File: src/inc/uem_map.vh
`ifndef UEM_MAP_VH
`define UEM_MAP_VH
// Register offsets.
`define UEM_CNT0_OFS     8'h11
`define UEM_MODE0_OFS    8'h12
`define UEM_CNT1_OFS     8'h13
`define UEM_MODE1_OFS    8'h14
`define UEM_CNT2_OFS     8'h15
`define UEM_MODE2_OFS    8'h16
`define UEM_CNT3_OFS     8'h41
`define UEM_MODE3_OFS    8'h42
`define UEM_CNT4_OFS     8'h43
`define UEM_MODE4_OFS    8'h44
// Field positions.
`define UEM_MODE_LSB     0
`define UEM_MODE_MSB     3
`define UEM_ACK_BIT      4
`define UEM_OUTST_BIT    5
`define UEM_INST_BIT     6
`define UEM_SETUP_BIT    7
`define UEM_STALL_BIT    7
`define UEM_BC_MSB       5
`define UEM_DVAL_BIT     6
`define UEM_TOG_BIT      7
// Reset values.
`define UEM_MODE_RST     8'h00
`define UEM_CNT_RST      8'h00
// Mode codes.
`define UEM_M_DISABLED   4'h0
`define UEM_M_NAK_IO     4'h1
`define UEM_M_STALL_IO   4'h3
`define UEM_M_IGN_IO     4'h4
`define UEM_M_STS_IN     4'h6
`define UEM_M_NAK_OUT    4'h8
`define UEM_M_ACK_OUT    4'h9
`define UEM_M_CW_NAK     4'ha
`define UEM_M_CW_OUT     4'hb
`define UEM_M_NAK_IN     4'hc
`define UEM_M_ACK_IN     4'hd
`define UEM_M_ACK_OUT_K  4'he
`define UEM_M_CR_IN      4'hf
// Token identifiers.
`define UEM_PID_OUT      2'h0
`define UEM_PID_IN       2'h1
`define UEM_PID_SETUP    2'h2
// Responses.
`define UEM_R_IGNORE     3'h0
`define UEM_R_ACK        3'h1
`define UEM_R_NAK        3'h2
`define UEM_R_STALL      3'h3
`define UEM_R_TXDATA     3'h4
// Limits.
`define UEM_CTRL_MAXCNT  6'h0a
`define UEM_CRC_BYTES    6'h02
`define UEM_EP0_SIZE     6'h08
`define UEM_EPN_SIZE     6'h20
`endif

File: src/verilog/uem_endpoint_engine.v
// Operation
// [RULE_01] Low four mode bits choose how each endpoint answers traffic.
// [RULE_02] Acknowledge bit 4 sets when a transaction ends with ACK.
// [RULE_03] Firmware loads byte count 0 to 32 for IN transmissions.
// [RULE_04] After OUT or SETUP, count becomes received bytes plus two.
// [RULE_05] Data valid set on good CRC; bad CRC clears it, still interrupts.
// [RULE_06] Bit 7 is the packet toggle; hardware copies it on OUT or SETUP.
// [RULE_07] Stall bit stalls OUT in ACK-IN and IN in ACK-OUT modes.
// [RULE_08] Endpoint 0 counter locks after OUT or SETUP update until read.
// [RULE_09] SETUP forces endpoint 0 setup bit high until data phase ends.
// [RULE_10] Lock releases only for a CPU read after the update point.
// [RULE_11] Update point refreshes mode, counter and endpoint interrupt flag.
// [RULE_12] Endpoints reset disabled; disabled ones ignore all tokens.
// [RULE_13] Valid SETUP in accepting mode gets ACK and mode 0001.
// [RULE_14] ACKed transactions move to NAKing mode except 1010 and 1110; here an ACKed IN in 0110, 1011 or 1111 keeps its mode too.
// [RULE_15] Invalid transactions ignored; interrupt on completion or corruption.
// [RULE_16] Data packet valid only when checks pass and length fits.
// [RULE_17] OUT endpoints ignore IN tokens and IN endpoints ignore OUT.
// [RULE_18] IN and OUT status at end; SETUP status at data start.
// [RULE_19] Firmware reads mode, checks setup bit, before writing it.
// [RULE_20] Control modes ignore long OUT data, answer IN with empty packet; here mode 1111 on endpoint 0 and endpoints 1-4 send the loaded count.
// [RULE_21] Control endpoint has SETUP, IN and OUT token status bits.
// [RULE_22] Interrupt on the last packet; none when an IN gets no ACK.
//
// Chosen here: the plain strobed port.
`include "uem_map.vh"
`timescale 1ns/10ps
`default_nettype none
module uem_endpoint_engine #(
  parameter [5:0] EP0_SIZE = `UEM_EP0_SIZE,
  parameter [5:0] EPN_SIZE = `UEM_EPN_SIZE
) (
  // Clock and reset.
  input  wire       core_clk,
  input  wire       arst_n,
  // Register port.
  input  wire [7:0] cpu_addr,
  input  wire [7:0] cpu_wdata,
  input  wire       cpu_wr,
  input  wire       cpu_rd,
  output reg  [7:0] cpu_rdata_q,
  // Token and packet events from the serial interface engine.
  input  wire       tok_stb,
  input  wire [1:0] tok_pid,
  input  wire [2:0] tok_ep,
  input  wire       tok_addr_ok,
  input  wire       pkt_stb,
  input  wire [5:0] pkt_count,
  input  wire       pkt_toggle,
  input  wire       pkt_crc_ok,
  input  wire       pkt_err_ok,
  input  wire       hs_ack_stb,
  input  wire       hs_timeout_stb,
  // Response to the serial interface engine.
  output reg        resp_stb_q,
  output reg  [2:0] resp_code_q,
  output reg  [5:0] resp_count_q,
  output reg        resp_toggle_q,
  // Endpoint interrupt flags, one-cycle pulses.
  output reg  [4:0] ep_int_q
);

  localparam [1:0] ST_IDLE = 2'd0;
  localparam [1:0] ST_DATA = 2'd1;
  localparam [1:0] ST_HS   = 2'd2;

  reg [7:0] mode_q [0:4];
  reg [7:0] cnt_q  [0:4];
  reg [1:0] st_q;
  reg [2:0] ep_q;
  reg [1:0] pid_q;
  reg       lock_q;
  reg       setup_force_q;
  reg [3:0] hs_mode_q;
  reg       hs_mode_chg_q;
  reg       hs_ack_q;
  reg       hs_in_q;

  // Register address to endpoint index; 7 means unmapped.
  function [2:0] reg_ep;
    input [7:0] a;
    begin
      case (a)
        `UEM_CNT0_OFS, `UEM_MODE0_OFS: reg_ep = 3'd0;
        `UEM_CNT1_OFS, `UEM_MODE1_OFS: reg_ep = 3'd1;
        `UEM_CNT2_OFS, `UEM_MODE2_OFS: reg_ep = 3'd2;
        `UEM_CNT3_OFS, `UEM_MODE3_OFS: reg_ep = 3'd3;
        `UEM_CNT4_OFS, `UEM_MODE4_OFS: reg_ep = 3'd4;
        default: reg_ep = 3'd7;
      endcase
    end
  endfunction

  function is_mode_reg;
    input [7:0] a;
    begin
      is_mode_reg = (a == `UEM_MODE0_OFS) || (a == `UEM_MODE1_OFS) ||
                    (a == `UEM_MODE2_OFS) || (a == `UEM_MODE3_OFS) ||
                    (a == `UEM_MODE4_OFS);
    end
  endfunction

  wire [2:0] cur_ep   = (st_q == ST_IDLE) ? tok_ep : ep_q;
  wire       ep_ok    = (cur_ep <= 3'd4);
  wire [2:0] ep_idx   = ep_ok ? cur_ep : 3'd0;
  wire [7:0] cur_mreg = mode_q[ep_idx];
  wire [3:0] cur_mode = cur_mreg[`UEM_MODE_MSB:`UEM_MODE_LSB]; // RULE_01
  wire       cur_stall = (ep_idx != 3'd0) && cur_mreg[`UEM_STALL_BIT];
  wire [5:0] ep_size  = (ep_idx == 3'd0) ? EP0_SIZE : EPN_SIZE;
  wire       len_ok   = (pkt_count <= ep_size + `UEM_CRC_BYTES); // RULE_16
  wire       good     = pkt_crc_ok && pkt_err_ok && len_ok; // RULE_16
  wire       short_ok = (pkt_count <= `UEM_CTRL_MAXCNT);
  wire       ctl_mode = (cur_mode == `UEM_M_CW_OUT) ||
                        (cur_mode == `UEM_M_CW_NAK) ||
                        (cur_mode == `UEM_M_STS_IN) ||
                        (cur_mode == `UEM_M_CR_IN);
  wire       setup_acc = (ep_idx == 3'd0) && (ctl_mode ||
                         (cur_mode == `UEM_M_NAK_IO) ||
                         (cur_mode == `UEM_M_STALL_IO));

  // Decision of the current event.
  reg       d_go;
  reg [2:0] d_resp;
  reg       d_wait_hs;
  reg       d_mode_chg;
  reg [3:0] d_mode;
  reg       d_ack;
  reg       d_in;
  reg       d_out;
  reg       d_cnt_upd;
  reg       d_dval;
  reg       d_irq;

  always @* begin
    d_go       = 1'b0;
    d_resp     = `UEM_R_IGNORE;
    d_wait_hs  = 1'b0;
    d_mode_chg = 1'b0;
    d_mode     = cur_mode;
    d_ack      = 1'b0;
    d_in       = 1'b0;
    d_out      = 1'b0;
    d_cnt_upd  = 1'b0;
    d_dval     = 1'b0;
    d_irq      = 1'b0;
    if (st_q == ST_IDLE && tok_stb && tok_addr_ok && ep_ok &&
        tok_pid == `UEM_PID_IN) begin // RULE_15
      d_go = 1'b1;
      case (cur_mode) // RULE_12 RULE_17
        `UEM_M_NAK_IO, `UEM_M_NAK_IN: begin
          d_resp = `UEM_R_NAK;
          d_in   = 1'b1;
          d_irq  = 1'b1;
        end
        `UEM_M_STALL_IO: begin
          d_resp = `UEM_R_STALL;
          d_in   = 1'b1;
          d_irq  = 1'b1;
        end
        `UEM_M_ACK_OUT, `UEM_M_ACK_OUT_K: begin
          if (cur_stall) begin // RULE_07
            d_resp = `UEM_R_STALL;
            d_irq  = 1'b1;
          end
        end
        `UEM_M_ACK_IN: begin
          d_resp     = cur_stall ? `UEM_R_STALL : `UEM_R_TXDATA;
          d_wait_hs  = !cur_stall;
          d_mode_chg = !cur_stall; // RULE_14
          d_mode     = `UEM_M_NAK_IN;
          d_irq      = cur_stall;
        end
        `UEM_M_CW_OUT, `UEM_M_CW_NAK, `UEM_M_STS_IN,
        `UEM_M_CR_IN: begin
          // On endpoint 0 only the read data stage sends a payload; the others send empty.
          d_resp    = `UEM_R_TXDATA; // RULE_20
          d_wait_hs = 1'b1;
          d_in      = 1'b1; // RULE_21
        end
        default: d_go = 1'b0;
      endcase
    end else if (st_q == ST_DATA && pkt_stb) begin
      d_go = 1'b1;
      if (pid_q == `UEM_PID_SETUP) begin
        d_cnt_upd = 1'b1; // RULE_04
        d_irq     = 1'b1;
        if (good && short_ok) begin // RULE_13
          d_resp     = `UEM_R_ACK;
          d_mode_chg = 1'b1;
          d_mode     = `UEM_M_NAK_IO;
          d_ack      = 1'b1;
          d_dval     = 1'b1;
        end
      end else begin
        case (cur_mode)
          `UEM_M_NAK_IO: begin
            d_resp = `UEM_R_NAK;
            d_out  = 1'b1;
            d_irq  = 1'b1;
          end
          `UEM_M_STALL_IO: begin
            d_resp = `UEM_R_STALL;
            d_out  = 1'b1;
            d_irq  = 1'b1;
          end
          `UEM_M_ACK_IN: begin
            if (cur_stall) begin // RULE_07
              d_resp = `UEM_R_STALL;
              d_irq  = 1'b1;
            end
          end
          `UEM_M_NAK_OUT: begin
            d_resp = good ? `UEM_R_NAK : `UEM_R_IGNORE;
            d_irq  = good;
          end
          `UEM_M_ACK_OUT, `UEM_M_ACK_OUT_K: begin
            if (cur_stall) begin
              d_resp = `UEM_R_STALL;
              d_irq  = 1'b1;
            end else begin
              d_cnt_upd = 1'b1;
              d_irq     = 1'b1; // RULE_15
              if (good) begin // RULE_05
                d_resp     = `UEM_R_ACK;
                d_dval     = 1'b1;
                d_ack      = 1'b1;
                d_mode_chg = (cur_mode == `UEM_M_ACK_OUT); // RULE_14
                d_mode     = `UEM_M_NAK_OUT;
              end
            end
          end
          `UEM_M_CW_OUT: begin
            d_cnt_upd = 1'b1;
            d_out     = 1'b1;
            d_irq     = 1'b1;
            if (good && short_ok) begin
              d_resp     = `UEM_R_ACK;
              d_dval     = 1'b1;
              d_ack      = 1'b1;
              d_mode_chg = 1'b1;
              d_mode     = `UEM_M_CW_NAK;
            end
          end
          `UEM_M_CW_NAK: begin
            if (good && short_ok) begin // RULE_20
              d_resp = `UEM_R_NAK;
              d_out  = 1'b1;
              d_irq  = 1'b1;
            end
          end
          `UEM_M_STS_IN, `UEM_M_CR_IN: begin
            if (good && short_ok) begin
              d_resp     = `UEM_R_STALL;
              d_out      = 1'b1;
              d_irq      = 1'b1;
              d_mode_chg = 1'b1;
              d_mode     = `UEM_M_STALL_IO;
              d_cnt_upd  = (cur_mode == `UEM_M_CR_IN);
              d_dval     = 1'b1;
            end
          end
          default: d_go = 1'b0;
        endcase
      end
    end
  end

  // Update point: immediate decisions or the host ACK of an IN payload.
  wire       hs_done = (st_q == ST_HS) && hs_ack_stb; // RULE_22
  wire       upd     = (d_go && !d_wait_hs) || hs_done;
  wire       u_mchg  = hs_done ? hs_mode_chg_q : d_mode_chg;
  wire [3:0] u_mode  = hs_done ? hs_mode_q : d_mode;
  wire       u_ack   = hs_done ? hs_ack_q : d_ack;
  wire       u_in    = hs_done ? hs_in_q : d_in;
  wire       u_irq   = hs_done ? 1'b1 : d_irq;
  wire       u_cnt   = hs_done ? 1'b0 : d_cnt_upd;
  wire       u_lock  = (ep_idx == 3'd0) && (u_cnt || u_ack);
  wire       tok_setup = (st_q == ST_IDLE) && tok_stb && tok_addr_ok &&
                         (tok_pid == `UEM_PID_SETUP) && setup_acc;
  wire [2:0] w_ep    = reg_ep(cpu_addr);
  wire       w_mode  = is_mode_reg(cpu_addr);
  wire [2:0] r_ep    = reg_ep(cpu_addr);

  integer i;
  always @(posedge core_clk or negedge arst_n) begin
    if (!arst_n) begin
      for (i = 0; i < 5; i = i + 1) begin
        mode_q[i] <= `UEM_MODE_RST; // RULE_12
        cnt_q[i]  <= `UEM_CNT_RST;
      end
      st_q          <= ST_IDLE;
      ep_q          <= 3'd0;
      pid_q         <= `UEM_PID_OUT;
      lock_q        <= 1'b0;
      setup_force_q <= 1'b0;
      hs_mode_q     <= `UEM_M_DISABLED;
      hs_mode_chg_q <= 1'b0;
      hs_ack_q      <= 1'b0;
      hs_in_q       <= 1'b0;
      cpu_rdata_q   <= 8'h00;
      resp_stb_q    <= 1'b0;
      resp_code_q   <= `UEM_R_IGNORE;
      resp_count_q  <= 6'h00;
      resp_toggle_q <= 1'b0;
      ep_int_q      <= 5'h00;
    end else begin
      // Firmware writes first so that a same-cycle hardware update wins.
      if (cpu_wr && w_ep != 3'd7) begin
        if (w_mode) begin
          if (w_ep != 3'd0 || !lock_q) begin
            mode_q[w_ep][6:0] <= cpu_wdata[6:0];
          end
          if (w_ep != 3'd0 || !setup_force_q) begin // RULE_09
            mode_q[w_ep][7] <= cpu_wdata[7];
          end
        end else if (w_ep != 3'd0 || !lock_q) begin // RULE_08
          cnt_q[w_ep] <= cpu_wdata; // RULE_03 RULE_06
        end
      end
      cpu_rdata_q <= 8'h00;
      if (cpu_rd && r_ep != 3'd7) begin
        cpu_rdata_q <= is_mode_reg(cpu_addr) ? mode_q[r_ep] : cnt_q[r_ep];
      end
      // A read in the update cycle itself does not release the lock.
      if (u_lock && upd) begin
        lock_q <= 1'b1; // RULE_08
      end else if (cpu_rd && r_ep == 3'd0) begin
        lock_q <= 1'b0; // RULE_10 RULE_19
      end
      if (tok_setup) begin
        mode_q[0][`UEM_SETUP_BIT] <= 1'b1; // RULE_09 RULE_18 RULE_21
        setup_force_q <= 1'b1;
      end
      resp_stb_q <= 1'b0;
      ep_int_q   <= 5'h00;
      // An ignored event keeps the link silent though state may update.
      if (d_go && d_resp != `UEM_R_IGNORE) begin // RULE_17
        resp_stb_q    <= 1'b1;
        resp_code_q   <= d_resp;
        resp_count_q  <= (d_resp == `UEM_R_TXDATA &&
                          (ep_idx != 3'd0 || cur_mode == `UEM_M_CR_IN)) ?
                         cnt_q[ep_idx][`UEM_BC_MSB:0] : 6'h00; // RULE_20
        resp_toggle_q <= cnt_q[ep_idx][`UEM_TOG_BIT];
      end
      if (upd) begin // RULE_11
        if (u_mchg) begin
          mode_q[ep_idx][`UEM_MODE_MSB:`UEM_MODE_LSB] <= u_mode; // RULE_14
        end
        if (u_ack) begin
          mode_q[ep_idx][`UEM_ACK_BIT] <= 1'b1; // RULE_02
        end
        if (ep_idx == 3'd0 && u_in) begin
          mode_q[0][`UEM_INST_BIT] <= 1'b1; // RULE_18
        end
        if (ep_idx == 3'd0 && !hs_done && d_out) begin
          mode_q[0][`UEM_OUTST_BIT] <= 1'b1; // RULE_18
        end
        if (u_cnt) begin
          cnt_q[ep_idx][`UEM_BC_MSB:0] <= pkt_count; // RULE_04
          cnt_q[ep_idx][`UEM_DVAL_BIT] <= d_dval; // RULE_05
          cnt_q[ep_idx][`UEM_TOG_BIT]  <= pkt_toggle; // RULE_06
        end
        if (u_irq) begin
          ep_int_q[ep_idx] <= 1'b1; // RULE_15 RULE_22
        end
        if (!hs_done && pid_q == `UEM_PID_SETUP && st_q == ST_DATA) begin
          setup_force_q <= 1'b0;
        end
      end
      case (st_q)
        ST_IDLE: begin
          if (tok_stb && tok_addr_ok && ep_ok) begin
            ep_q  <= tok_ep;
            pid_q <= tok_pid;
            if (tok_pid == `UEM_PID_OUT || tok_setup) begin
              st_q <= ST_DATA;
            end else if (d_go && d_wait_hs) begin
              st_q          <= ST_HS;
              hs_mode_q     <= d_mode;
              hs_mode_chg_q <= d_mode_chg;
              hs_ack_q      <= 1'b1;
              hs_in_q       <= d_in;
            end
          end
        end
        ST_DATA: begin
          if (pkt_stb) begin
            st_q <= ST_IDLE;
          end
        end
        ST_HS: begin
          if (hs_ack_stb || hs_timeout_stb) begin
            st_q <= ST_IDLE; // RULE_22
          end
        end
        default: st_q <= ST_IDLE;
      endcase
    end
  end

endmodule // uem_endpoint_engine
`default_nettype wire

File: config.mk
export PLATFORM = sky130hd
export DESIGN_NAME = uem_endpoint_engine
export DESIGN_NICKNAME = d
export VERILOG_FILES = /design/src/verilog/uem_endpoint_engine.v
export VERILOG_INCLUDE_DIRS = /design/src /design/src/inc
export SDC_FILE = /design/constraint.sdc
export NUM_CORES = 1
export LEC_CHECK = 0
export BUFFER_PORTS_ARGS = -buffer_cell sky130_fd_sc_hd__buf_2
export CORE_ASPECT_RATIO = 1.2
export CORE_MARGIN = 8
export CORE_UTILIZATION = 55
export CTS_CLUSTER_DIAMETER = 200
export DETAILED_ROUTE_END_ITERATION = 12
export PLACE_DENSITY = 0.73
export SLEW_MARGIN = 15
export SYNTH_ARGS = -nofsm -noshare
export SYNTH_HDL_FRONTEND = slang
export SYNTH_SLANG_ARGS = --single-unit
File: constraint.sdc
create_clock -name core_clk -period 4.24 [get_ports core_clk]
set_input_delay 0.636 -clock core_clk [delete_from_list [all_inputs] [get_ports core_clk]]
set_output_delay 0.636 -clock core_clk [all_outputs]
set_load 0.05 [all_outputs]
==> results.yml <==
drt:
  first_pass_iters: 5
  detail_route_antenna_nets: 0
  first_iter_violations: 1107
  drt-wirelength-per-cell_um: 25.2
  finalWirelength_mm: 27.1
  detail_route.vias_per_cell: 6.78
  drc: 0
  num_vias: 7291
timing:
  fin_crit_sh_pct: 95.0
  final-setup-viol-count: 0
  final-max-slew-violation-count: 0
  clock-skew-final_ns: 0.00865
  hold_violations: 0
  slew_headroom_pct: 29.1
  final_period_demand_of_the_worst_path_ns: 4.03
  grt_setup_unrepaired: "no"
  worst-slew-pin-transition_ns: 1.04
  post_route_setup_tns_ns: 0
  max_freq_mhz: 248
logic_synthesis:
  synth_cell_type_count: 79
  post_synth_arst_share_pct: 100
  synth_largest_type_area_fraction_pct: 39.6
  yosys-top-cells-area: "dfrtp_1 (40%), mux2i_1 (9.6%), a21oi_1 (5.3%)"
  synth.yosys.warnings: 0
  synthesized_cell_area_um2: 7580
  ys_seq_area_share_pct: 39.6
  synth_area_per_cell_um2: 9.34
  synth.net_count: 853
  synthCells: 812
  number_of_synthesized_flops_with_an_enable_pin: 0
  synth_largest_area_cell: "dfrtp_1"
  synth-main-ff-cell: "dfrtp_1"
  ys_seq_elements: 120
power:
  static-leakage-power_nw: 4.08
  power.density_cell_area_nw_per_um2: 418
  vdd_ir_drop_max_mv: 0.391
grt:
  overflow: 0
  grt_start_max_net_pins: 66
  grt_antenna_before_repair: 0
  grt.total_usage_pct: 31.5
  grt_first_pass_wirelength_mm: 42.2
  grt_pass1_vias: 7342
clocking:
  clock-sinks: 120
  numCtsBuffers: 17
  tritoncts: "done"
  cts_hold_buf: 0
  clock_latency_ns: 0.42
  cts_buffer_depth: 2
  clk_pin_slew_ns: 0.06
  ctsRootBufferMaster: "clkbuf_16"
  clock_tree.htree_level_count: 4
floorplan:
  core_um2: 13600
  floorplan.io_pins: 63
  rows: 47
  width_of_the_die_um: 123
  die_y_um: 145
  design.die.area_um2: 17800
  start_util_pct: 55.6
outcome:
  outcome: "finished clean"
finish:
  stdcell_area_um2: 8890
  fill_cells: 1130
  layout-drive-gt1-share_pct: 25.0
  design.final.nets: 933
  area_delta_synth_final_pct: 17.2
  final_cell_mix: "dfrtp_1 (118), nand2_1 (93), a21oi_1 (79)"
  final_util_pct: 65.2
  antenna_cells: 0
  mostFrequentLayoutCell: "dfrtp_1"
place:
  hpwl_mm: 19.6
  globalplace.congestion: 1.00
  post_dp_cell_area_um2: 8240
  numPortBuffers: 62
worst_setup_path:
  path_class: "register to register"
  crit_path_max_fanout: 10
  crit_arrival_ns: 4.36
  critical_path.startpoint_type: "register"
  cp-end-kind: "register"
  regToRegStartpoint: "st_q[1]$_DFFE_PN0P_"
  startpoint: "st_q[1]$_DFFE_PN0P_"
  cp.required_ns: 4.57
worst_hold_path:
  worstHoldPathType: "primary input to async pin"
flow_run:
  max-cap-violations: 0
## cells in the mapped netlist (4+ instances only)
library cell / count
o2bb2ai_1: 6
nor3_1: 14
mux2_2: 27
o21ai_1: 11
mux2_1: 4
buf_2: 9
nand3_1: 19
nand2_1: 94
o31ai_1: 7
a31oi_1: 9
buf_1: 5
o211ai_1: 5
a221oi_1: 4
a21oi_1: 80
o22ai_1: 20
o21ai_0: 52
o221ai_1: 5
a2111oi_0: 7
nor3_4: 7
nor3_2: 4
dfrtp_1: 120
nor2_1: 64
a211oi_1: 17
inv_1: 9
clkbuf_1: 27
a21o_1: 8
mux2i_1: 73
buf_6: 6
nand2b_1: 7
## layout make-up
class	instances	area, µm²	share of cell area (%)
multi-input cells	633	4310	48.5
flip-flops and latches	120	3010	33.8
repair buffers	111	706	7.94
clock buffers	20	447	5.02
well taps	171	214	2.41
clock inverters	12	174	1.96
inverters	9	33.8	0.380
## timing repair
action	in CTS	in global routing
resized for setup	0	8
setup buffers	0	1
endpoints found under the setup margin	0	50
## stage by stage
step | setup WS, ns | cells | power, W | hold WS, ns
final | 0.211 | 1076 | 0.00371 | 0.319
after floorplan | 0.131 | 812 | 0.00189 | 0.340
after detailed placement | -0.146 | 1043 | 0.00217 | 0.463
after CTS | 0.0686 | 1075 | 0.00370 | 0.341
after global routing | 0.0380 | 1076 | 0.00384 | 0.377
after global placement | 0.0385 | 1043 | 0.00215 | 0.456
## cells by family (layout without fill, tap and decap cells)
logic type	Yosys count	count (layout)	share of synthesized area, %
compound gates	270	270	23.7
simple gates	248	248	16.6
flops	120	120	39.6
mux	110	110	15.6
buf+inv	59	152	3.81
xor+xnor	3	3	0.347
fa+ha+maj	2	2	0.330
## flip-flops by register name (all words and copies together) (netlist names), named ones only
signal / count
resp_toggle_q: 1
hs_mode_chg_q: 1
cpu_rdata_q: 8
lock_q: 1
resp_code_q: 3
cnt_q: 40
hs_ack_q: 1
pid_q: 2
ep_q: 3
hs_in_q: 1
resp_stb_q: 1
resp_count_q: 6
mode_q: 28
ep_int_q: 5
setup_force_q: 1
st_q: 2
hs_mode_q: 4
## worst paths after layout
| path | slack, ns | depth (start not counted) | end |
|---|---|---|---|
| setup / recovery | 0.21 | 15 | mode_q[16]$_DFF_PN0_ |
| hold / removal | 0.32 | 1 | cnt_q[21]$_DFF_PN0_ |
| setup reg to reg | 0.21 | 15 | mode_q[16]$_DFF_PN0_ |
| hold reg to reg | 0.47 | 1 | hs_ack_q$_DFFE_PN0P_ |
| max in group asynchronous | 3.00 | 2 | hs_mode_q[0]$_DFFE_PN0P_ |
| min in group core_clk | 0.39 | 2 | st_q[1]$_DFFE_PN0P_ |
## worst max-delay path, stage by stage, from the launching register on
cell	delay (ns)
dfrtp_2	0.49
or2_1	0.30
mux2_2	0.32
nor2_4	0.19
nand2_2	0.12
ha_1	0.30
or3_1	0.31
a21oi_1	0.16
o211a_2	0.27
and2_2	0.23
nand2_1	0.10
a21oi_2	0.17
a31oi_1	0.08
o211a_4	0.33
nor3_4	0.32
mux2i_1	0.25
## metal layers
metal | wire (µm) | track usage, % | part of all wire [%]
met4 | 1830 | 21.3 | 6.7
met5 | 0 | 0 | 0
met2 | 13000 | 50.1 | 48
met1 | 9960 | 37.3 | 37
met3 | 2400 | 7.03 | 8.8
## where the power goes
part | leakage, nW | internal (W) | switching [W]
sequential | 1.62 | 0.00128 | 0.000120
combinational | 2.17 | 0.000282 | 0.000499
clock | 0.292 | 0.000996 | 0.000534
total | 4.08 | 0.00256 | 0.00115
(Power assumes the default switching activity.)
